[src/verilog/spd_pkg.sv]
`default_nettype none
package spd_pkg;
  // register offsets on the plain register port
  localparam logic [3:0] ADDR_CTRL0  = 4'h0;  // display_control_reg0
  localparam logic [3:0] ADDR_PEN    = 4'h1;  // pin_function_enable_reg
  localparam logic [3:0] ADDR_BPSEL  = 4'h2;  // backplane_select_reg
  localparam logic [3:0] ADDR_STATUS = 4'h3;  // read-only phase state
  localparam logic [3:0] ADDR_WF27   = 4'h4;  // pin27_segment_phase_map
  localparam logic [3:0] ADDR_WF31   = 4'h8;  // pin31_segment_phase_map
  // display_control_reg0 fields
  localparam int CTRL_DUTY_LSB = 0;  // duty field, bits 2:0
  localparam int CTRL_BLANK    = 3;  // blank display mode
  localparam int CTRL_ENABLE   = 7;  // module_enable_bit
  // status fields
  localparam int STAT_PHASE_LSB = 0;  // current phase index, bits 2:0
  localparam int STAT_INV       = 3;  // frame polarity
  localparam int STAT_RUN       = 7;  // generator running
  // values after reset
  localparam logic [7:0] CTRL0_RST = 8'h00;
  localparam logic [4:0] PEN_RST   = 5'h00;
  localparam logic [4:0] BPSEL_RST = 5'h00;
  // counts
  localparam int PIN_FIRST   = 27;  // lowest display pin served here
  localparam int PIN_COUNT   = 5;   // pins 27 to 31
  localparam int PHASE_COUNT = 8;   // phases A to H
  localparam int PHASE_TICKS = 16;  // clock cycles per phase, default
  // drive levels on a pin, one of four bias voltages
  localparam logic [1:0] LVL_V0 = 2'h0;
  localparam logic [1:0] LVL_V1 = 2'h1;
  localparam logic [1:0] LVL_V2 = 2'h2;
  localparam logic [1:0] LVL_V3 = 2'h3;
  // phase generator states
  typedef enum logic [1:0] {
    PG_IDLE = 2'b01,
    PG_RUN  = 2'b10
  } spd_pg_state_t;
endpackage : spd_pkg
`default_nettype wire

[src/verilog/spd_driver.sv]
// Local design decisions: the address map and the plain strobed port.
`default_nettype none
module spd_driver #(
  parameter int PHASE_CYCLES = spd_pkg::PHASE_TICKS  // clock cycles per phase
) (
  input  wire logic       mclk,      // module clock, 100 MHz
  input  wire logic       nrst,      // synchronous reset, active low
  input  wire logic       ce,        // clock enable, freezes all state when low
  input  wire logic [3:0] regAddr,   // register address
  input  wire logic [7:0] regWdata,  // register write data
  input  wire logic       regWr,     // write strobe
  input  wire logic       regRd,     // read strobe
  output logic      [7:0] regRdata,  // read data, valid the cycle after regRd
  output logic      [4:0] pinOe,     // pin driven by display logic
  output logic      [4:0] pinOn,     // segment on or backplane active now
  output logic      [9:0] pinLevel,  // two-bit bias level per pin
  output logic      [7:0] phaseHot,  // current phase, one-hot, zero when idle
  output logic            staticMode // single-backplane duty in force
);
  localparam int NPIN = spd_pkg::PIN_COUNT;

  initial begin
    if (PHASE_CYCLES < 1 || PHASE_CYCLES > 65535) $error("PHASE_CYCLES out of range");
  end

  // map a bus address onto a waveform byte index; used by write and read
  function automatic logic [3:0] wfIndex(input logic [3:0] a);
    if (a >= spd_pkg::ADDR_WF27 && a <= spd_pkg::ADDR_WF31) begin
      wfIndex = {1'b0, 3'(a - spd_pkg::ADDR_WF27)};
    end else begin
      wfIndex = 4'h8;  // not a waveform byte
    end
  endfunction : wfIndex

  // control state
  logic [7:0]      ctrl0_r;      // display_control_reg0
  logic [NPIN-1:0] pen_r;        // pin_function_enable_reg
  logic [NPIN-1:0] bpsel_r;      // backplane_select_reg
  logic [7:0]      rdOther_r;    // read data for non-waveform registers
  logic            rdFromMem_r;  // last read hit the waveform bytes

  // decoded fields
  logic            moduleEnable; // module_enable_bit
  logic [2:0]      duty;         // duty field
  logic            blank;        // blank display mode
  logic [3:0]      wIdx;         // waveform index of the write address
  logic [3:0]      rIdx;         // waveform index of the read address
  logic            wfWrite;      // write lands in a waveform byte
  logic            wfRead;       // read lands in a waveform byte
  logic [7:0]      memRdata;     // waveform read data, registered in memory

  // phase generator outputs
  logic [2:0]      phaseIdx;     // current phase number
  logic            frameInv;     // polarity for the running frame
  logic            running;      // generator active
  logic [NPIN*8-1:0] wfFlat;     // all waveform bytes

  assign moduleEnable = ctrl0_r[spd_pkg::CTRL_ENABLE];
  assign duty         = ctrl0_r[spd_pkg::CTRL_DUTY_LSB +: 3];
  assign blank        = ctrl0_r[spd_pkg::CTRL_BLANK];
  assign wIdx         = wfIndex(regAddr);
  assign rIdx         = wfIndex(regAddr);
  assign wfWrite      = regWr && !wIdx[3];
  assign wfRead       = regRd && !rIdx[3];

  // control register writes; settings take effect at once, so software is
  // expected to set up before enabling, since mid-frame changes glitch
  always_ff @(posedge mclk) begin
    if (!nrst) begin
      ctrl0_r <= spd_pkg::CTRL0_RST;
    end else if (ce && regWr && regAddr == spd_pkg::ADDR_CTRL0) begin
      ctrl0_r <= regWdata;
    end
  end

  // pin enable register
  always_ff @(posedge mclk) begin
    if (!nrst) begin
      pen_r <= spd_pkg::PEN_RST;
    end else if (ce && regWr && regAddr == spd_pkg::ADDR_PEN) begin
      pen_r <= regWdata[NPIN-1:0];
    end
  end

  // backplane select register
  always_ff @(posedge mclk) begin
    if (!nrst) begin
      bpsel_r <= spd_pkg::BPSEL_RST;
    end else if (ce && regWr && regAddr == spd_pkg::ADDR_BPSEL) begin
      bpsel_r <= regWdata[NPIN-1:0];
    end
  end

  // read path for everything but the waveform bytes
  always_ff @(posedge mclk) begin
    if (!nrst) begin
      rdOther_r   <= 8'h00;
      rdFromMem_r <= 1'b0;
    end else if (ce && regRd) begin
      rdFromMem_r <= wfRead;
      case (regAddr)
        spd_pkg::ADDR_CTRL0: begin
          rdOther_r <= ctrl0_r;
        end
        spd_pkg::ADDR_PEN: begin
          rdOther_r <= {3'h0, pen_r};
        end
        spd_pkg::ADDR_BPSEL: begin
          rdOther_r <= {3'h0, bpsel_r};
        end
        spd_pkg::ADDR_STATUS: begin
          // live generator state, so software can see the sequence run
          rdOther_r <= {running, 3'h0, frameInv, phaseIdx};
        end
        default: begin
          rdOther_r <= 8'h00;  // unmapped or waveform: zero here
        end
      endcase
    end
  end

  // waveform bytes: no reset, byte port only
  spd_wave_mem #(
    .DEPTH (NPIN)
  ) u_mem (
    .mclk  (mclk),
    .ce    (ce),
    .we    (wfWrite),
    .waddr (wIdx[2:0]),
    .wdata (regWdata),
    .re    (wfRead),
    .raddr (rIdx[2:0]),
    .rdata (memRdata),
    .flat  (wfFlat)
  );

  // backplane phase sequencer
  spd_phase_gen #(
    .TICKS (PHASE_CYCLES)
  ) u_pg (
    .mclk     (mclk),
    .nrst     (nrst),
    .ce       (ce),
    .run      (moduleEnable),
    .duty     (duty),
    .phaseIdx (phaseIdx),
    .phaseHot (phaseHot),
    .frameInv (frameInv),
    .running  (running)
  );

  // duty zero gives one backplane and static drive
  assign staticMode = (duty == 3'h0);

  // per-pin drive; registered so pins change on clean edges
  for (genvar p = 0; p < NPIN; p++) begin : g_pin
    logic [7:0] wf;        // this pin's waveform byte, bit 0 is phase A
    logic       bitNow;    // waveform bit of the current phase
    logic       isBp;      // pin acts as backplane
    logic       drive;     // pin owned by display logic
    logic       onNxt;     // segment on or backplane active
    logic [1:0] lvlNxt;    // bias level to drive
    logic       oe_r;      // registered enable
    logic       on_r;      // registered state
    logic [1:0] lvl_r;     // registered level

    assign wf     = wfFlat[p*8 +: 8];
    assign bitNow = wf[phaseIdx];
    assign isBp   = bpsel_r[p];
    assign drive  = pen_r[p] && moduleEnable && running;

    // level choice: blank forces frontplanes off but keeps backplanes
    // running, so the glass still sees zero net voltage
    always_comb begin
      onNxt  = 1'b0;
      lvlNxt = spd_pkg::LVL_V0;
      if (isBp) begin
        onNxt = bitNow;
      end else begin
        onNxt = bitNow && !blank;
      end
      if (staticMode) begin
        // two levels only; an off segment follows the backplane
        if (isBp || !onNxt) begin
          lvlNxt = frameInv ? spd_pkg::LVL_V0 : spd_pkg::LVL_V3;
        end else begin
          lvlNxt = frameInv ? spd_pkg::LVL_V3 : spd_pkg::LVL_V0;
        end
      end else if (isBp) begin
        // third bias: active backplane at a rail, idle at an inner level
        if (onNxt) begin
          lvlNxt = frameInv ? spd_pkg::LVL_V0 : spd_pkg::LVL_V3;
        end else begin
          lvlNxt = frameInv ? spd_pkg::LVL_V2 : spd_pkg::LVL_V1;
        end
      end else begin
        // frontplane opposite rail when on, near level when off
        if (onNxt) begin
          lvlNxt = frameInv ? spd_pkg::LVL_V3 : spd_pkg::LVL_V0;
        end else begin
          lvlNxt = frameInv ? spd_pkg::LVL_V1 : spd_pkg::LVL_V2;
        end
      end
    end

    // undriven pins show off and level zero
    always_ff @(posedge mclk) begin
      if (!nrst) begin
        oe_r  <= 1'b0;
        on_r  <= 1'b0;
        lvl_r <= spd_pkg::LVL_V0;
      end else if (ce) begin
        oe_r  <= drive;
        on_r  <= drive && onNxt;
        lvl_r <= drive ? lvlNxt : spd_pkg::LVL_V0;
      end
    end

    assign pinOe[p]          = oe_r;
    assign pinOn[p]          = on_r;
    assign pinLevel[p*2 +: 2] = lvl_r;
  end

  // final read mux; both sources are flops loaded on the same strobe
  logic rdValid_r;  // a read was taken last cycle
  always_ff @(posedge mclk) begin
    if (!nrst) begin
      rdValid_r <= 1'b0;
    end else if (ce) begin
      rdValid_r <= regRd;
    end
  end

  logic [7:0] rdMux;  // selected read byte
  assign rdMux = !rdValid_r ? 8'h00 : (rdFromMem_r ? memRdata : rdOther_r);
  // read data stand only in the cycle after the strobe; every source is a flop
  assign regRdata = rdMux;
endmodule : spd_driver
`default_nettype wire

[src/verilog/spd_phase_gen.sv]
`default_nettype none
module spd_phase_gen #(
  parameter int TICKS = spd_pkg::PHASE_TICKS  // cycles per phase
) (
  input  wire logic       mclk,      // module clock
  input  wire logic       nrst,      // sync reset, active low
  input  wire logic       ce,        // clock enable
  input  wire logic       run,       // module enabled
  input  wire logic [2:0] duty,      // duty field
  output logic      [2:0] phaseIdx,  // current phase, 0 is A
  output logic      [7:0] phaseHot,  // one-hot phase, zero when idle
  output logic            frameInv,  // polarity, flips each frame
  output logic            running    // generator active
);
  initial begin
    if (TICKS < 1 || TICKS > 65535) $error("TICKS out of range");
  end

  spd_pkg::spd_pg_state_t state_r;  // idle or running
  logic [15:0]            tick_r;   // cycles spent in current phase
  logic [2:0]             phase_r;  // phase counter
  logic                   inv_r;    // frame polarity
  logic                   lastTick; // end of a phase

  assign lastTick = (tick_r == 16'(TICKS - 1));

  // start on enable, stop at once when enable drops
  always_ff @(posedge mclk) begin
    if (!nrst) begin
      state_r <= spd_pkg::PG_IDLE;
    end else if (ce) begin
      case (state_r)
        spd_pkg::PG_IDLE: if (run) state_r <= spd_pkg::PG_RUN;
        spd_pkg::PG_RUN:  if (!run) state_r <= spd_pkg::PG_IDLE;
        default:          state_r <= spd_pkg::PG_IDLE;
      endcase
    end
  end

  // phases walk A upward, wrap after the last one the duty allows
  always_ff @(posedge mclk) begin
    if (!nrst) begin
      tick_r  <= 16'h0000;
      phase_r <= 3'h0;
      inv_r   <= 1'b0;
    end else if (ce) begin
      if (state_r != spd_pkg::PG_RUN) begin
        tick_r  <= 16'h0000;
        phase_r <= 3'h0;
        inv_r   <= 1'b0;
      end else if (lastTick) begin
        tick_r <= 16'h0000;
        if (phase_r >= duty) begin
          phase_r <= 3'h0;
          inv_r   <= ~inv_r;  // one frame done
        end else begin
          phase_r <= phase_r + 3'h1;
        end
      end else begin
        tick_r <= tick_r + 16'h0001;
      end
    end
  end

  assign running  = (state_r == spd_pkg::PG_RUN);
  assign phaseIdx = phase_r;
  assign frameInv = inv_r;
  assign phaseHot = running ? (8'h01 << phase_r) : 8'h00;
endmodule : spd_phase_gen
`default_nettype wire

[src/verilog/spd_wave_mem.sv]
`default_nettype none
module spd_wave_mem #(
  parameter int DEPTH = spd_pkg::PIN_COUNT  // one byte per pin
) (
  input  wire logic                 mclk,   // module clock
  input  wire logic                 ce,     // clock enable
  input  wire logic                 we,     // write strobe
  input  wire logic [2:0]           waddr,  // write index
  input  wire logic [7:0]           wdata,  // write byte
  input  wire logic                 re,     // read strobe
  input  wire logic [2:0]           raddr,  // read index
  output logic      [7:0]           rdata,  // registered read byte
  output logic      [DEPTH*8-1:0]   flat    // all bytes for the drivers
);
  initial begin
    if (DEPTH < 1 || DEPTH > 8) $error("DEPTH out of range");
  end

  logic [7:0] mem [DEPTH];  // no reset: contents kept, unknown at power up

  // byte writes only; the port is one byte wide so no wide write exists
  always_ff @(posedge mclk) begin
    if (ce && we && (32'(waddr) < DEPTH)) begin
      mem[waddr] <= wdata;
    end
  end

  // read data from a register, one cycle after the strobe
  always_ff @(posedge mclk) begin
    if (ce && re) begin
      rdata <= (32'(raddr) < DEPTH) ? mem[raddr] : 8'h00;
    end
  end

  for (genvar i = 0; i < DEPTH; i++) begin : g_flat
    assign flat[i*8 +: 8] = mem[i];
  end
endmodule : spd_wave_mem
`default_nettype wire
[config.mk]
export PLATFORM = sky130hd
export DESIGN_NAME = spd_driver
export DESIGN_NICKNAME = d
export VERILOG_FILES = /design/src/verilog/spd_pkg.sv /design/src/verilog/spd_driver.sv /design/src/verilog/spd_phase_gen.sv /design/src/verilog/spd_wave_mem.sv
export SDC_FILE = /design/constraint.sdc
export NUM_CORES = 1
export LEC_CHECK = 0
export BUFFER_PORTS_ARGS = -buffer_cell sky130_fd_sc_hd__buf_2
export CORE_ASPECT_RATIO = 0.5
export CORE_UTILIZATION = 60
export CTS_BUF_LIST = sky130_fd_sc_hd__clkbuf_2 sky130_fd_sc_hd__clkbuf_4 sky130_fd_sc_hd__clkbuf_8
export DETAILED_ROUTE_END_ITERATION = 16
export PLACE_DENSITY = 0.76
export SKIP_LAST_GASP = 1
export SLEW_MARGIN = 20
export SYNTH_ARGS = -nofsm -noshare
export SYNTH_HDL_FRONTEND = slang
export SYNTH_SLANG_ARGS = --single-unit
[constraint.sdc]
create_clock -name mclk -period 2.4 [get_ports mclk]
set_input_delay 0.24 -clock mclk [delete_from_list [all_inputs] [get_ports mclk]]
set_output_delay 0.24 -clock mclk [all_outputs]
set_load 0.01 [all_outputs]
==> out/results.ini <==
[setup_path]
path_class = reg -> reg
end_kind = flop
slowest_delay_ps = 380
path_cells = buf_4 -> mux2i_1 -> o22ai_1 -> nor3_1 -> buf_4 -> mux2i_1 -> xnor2_1 -> o21ai_0
start_kind = flop
required_ps = 2730
cp_max_fo = 16
crit_arrival_ps = 2570
critPathSlowestCell = nor3_1

[synth]
synth-seq-area-share = 0.485
ys_ff_latch = 118
post-synth-top-area-cell = edfxtp_1
synth_edf_count = 48
async_flop_share = 0
netlist_area_um2 = 5860
synth_area_per_cell_um2 = 10.5
ys_warn_count = 0
synthTopCellsByArea = edfxtp_1 25%, dfxtp_1 24%, mux2i_1 12%
synth_cells = 560
syn-num-nets = 587
ys.flop_type = dfxtp_1
synth_top_area_share = 0.246
yosysUniqueCellTypes = 45

[placement]
place_inst = 725
numPortBuffers = 53
dp_hpwl_um = 9530
gp_congestion = 0.879

[power]
total_power_w = 0.00445
p_per_area_nw_per_um2 = 666
ir_drop_mv = 0.421
power_leakage_nw = 2.46

[route]
drt_pass1_iterations = 4
first_iter_violations = 338
via_per_inst = 5.75
drc = 0
via_count = 4355
wl_per_cell_um = 17.9
postRouteWirelength_um = 13600
ant_nets = 0

[cts]
post-cts-setup-buffers = 0
clk_latency_ps = 440
tritoncts = built
cts-root-buf = clkbuf_8
numCtsBuffers = 17
cts.sinks = 118
hold_buffers = 0
cts_buffer_depth = 2
path_clk_slew_ps = 70
htree_levels = 4
post_cts_resized = 0

[min_path]
min_path_type = in -> reg

[floorplan]
ios = 54
fp.dieH_um = 71.9
num_rows = 25
coreArea_um2 = 9480
initial_core_util = 0.618
die_area_um2 = 10200
fp.dieW_um = 142

[timing]
maxClockFrequency_mhz = 447
slew_viol_final = 0
hold_viol_final = 0
worst_pin_slew_ps = 731
fin_setup_tns_ps = 0
rsz0062_at_grt = false
maxSlewHeadroom = 0.506
timing.final.crit_period_ps = 2240
setup-violations-final = 0
min_period_over_period = 0.932
fin_skew_ps = 10.3

[grt]
grt_pass1_wl_um = 21200
grt_start_max_net_pins = 41
gr-total-overflow = 0
track_usage = 0.282
antenna_found_initial = 0
grt_pass1_vias = 3993

[run_status]
status = completed

[finish]
n_antenna_cell = 0
final_common_cell = dfxtp_1
layout_common_cells = 70 x dfxtp_1, 69 x mux2i_1, 55 x nor2b_1
utilization = 0.705
fin_cells = 757
area_delta_synth_final_pct = 14.1
drive_gt1_frac = 0.180
nets = 636

[run]
max-cap-violations = 0

## critical path, delay by kind of cell, from the launching register on
kind / cells / cell delay [ps]
muxes: 2 / 520
xor gates and xnor gates: 1 / 130
and+or+nand+nor: 1 / 380
buffers and inverters: 2 / 500
AOI/OAI and AO/OA: 2 / 250
DFF: 1 / 330
## registers in the layout, summed over array words and instances (netlist names), 2 cells and up
| name | cells |
|---|---|
| g_pin.lvl_r | 10 |
| pen_r | 5 |
| g_pin.oe_r | 5 |
| bpsel_r | 5 |
| u_pg.state_r | 2 |
| u_pg.tick_r | 16 |
| g_pin.on_r | 5 |
| u_mem.mem | 40 |
| ctrl0_r | 8 |
| rdOther_r | 8 |
| u_mem.rdata | 8 |
| u_pg.phaseIdx | 3 |
## where the power goes
| group | leakage [nW] | internal, W | switching, W | total (W) |
|---|---|---|---|---|
| Clock | 0.222 | 0.00134 | 0.000820 | 0.00216 |
| Combinational | 1.24 | 0.0000662 | 0.000113 | 0.000179 |
| Sequential | 0.999 | 0.00210 | 0.0000130 | 0.00211 |
## layout make-up
class                      instances  area [µm²]
clock buffer                      18         241
clock inverter                    14         231
fill                             700        2790
inverter                          19        71.3
multi-input combinational        381        2720
sequential                       118        2840
tap                              135         169
timing repair buffer              72         408
## synthesized netlist by cell type (3+ instances only)
cell type	instances
o31a_1	5
nand3_1	15
o221ai_1	8
buf_4	10
mux4_2	5
xnor2_1	9
nand2_1	36
inv_1	19
mux2i_1	69
and3_1	8
nor2_1	33
o21ai_0	3
clkbuf_1	19
nor4_1	14
nor2b_1	55
buf_2	7
and2_1	8
a21oi_1	5
xor2_1	9
o22ai_1	7
nand4_1	8
ha_1	10
a21boi_0	10
o21ai_1	4
nor3_1	16
o32ai_1	10
nand2b_1	15
a22oi_1	6
edfxtp_1	48
dfxtp_1	70
## path summary, 6_finish.rpt
path | start | end | slack, ps | depth (start not counted)
setup reg to reg | u_pg.phaseIdx[1]$_SDFFE_PN0P_ | g_pin[1].lvl_r[1]$_SDFFE_PN0P_ | 160 | 8
hold / removal | regWdata[5] | u_mem.mem[3][5]$_DFFE_PP_ | 90 | 1
setup / recovery | u_pg.phaseIdx[1]$_SDFFE_PN0P_ | g_pin[1].lvl_r[1]$_SDFFE_PN0P_ | 160 | 8
hold reg to reg | g_pin[0].lvl_r[1]$_SDFFE_PN0P_ | g_pin[0].lvl_r[1]$_SDFFE_PN0P_ | 450 | 2
## stage by stage
step,worst slack (ps),cell area [µm²],hold WS (ps)
global route,105,6690,65.8
detailed placement,197,6210,443
finish,163,6690,89.2
CTS,211,6690,70.1
floorplan,372,5860,339
global placement,191,6210,438
## routing by layer
metal	GRT usage	wire, µm	vias to the layer above
met5	0	0	-
met2	0.423	5930	125
li1	-	-	2102
met4	0.106	211	0
met3	0.0752	807	21
met1	0.395	6610	2107
## kinds of logic (layout without fill, tap and decap cells)
| kind of cell | Yosys count | in the layout | synth area share |
|---|---|---|---|
| compound gates | 64 | 64 | 0.0813 |
| xor+xnor | 18 | 18 | 0.0269 |
| fa+ha+maj | 10 | 10 | 0.0213 |
| buf+inv | 61 | 123 | 0.0506 |
| flops | 118 | 118 | 0.485 |
| mux | 74 | 74 | 0.137 |
| simple gates | 215 | 215 | 0.198 |
Note: power is estimated with default switching activity, not from simulation.
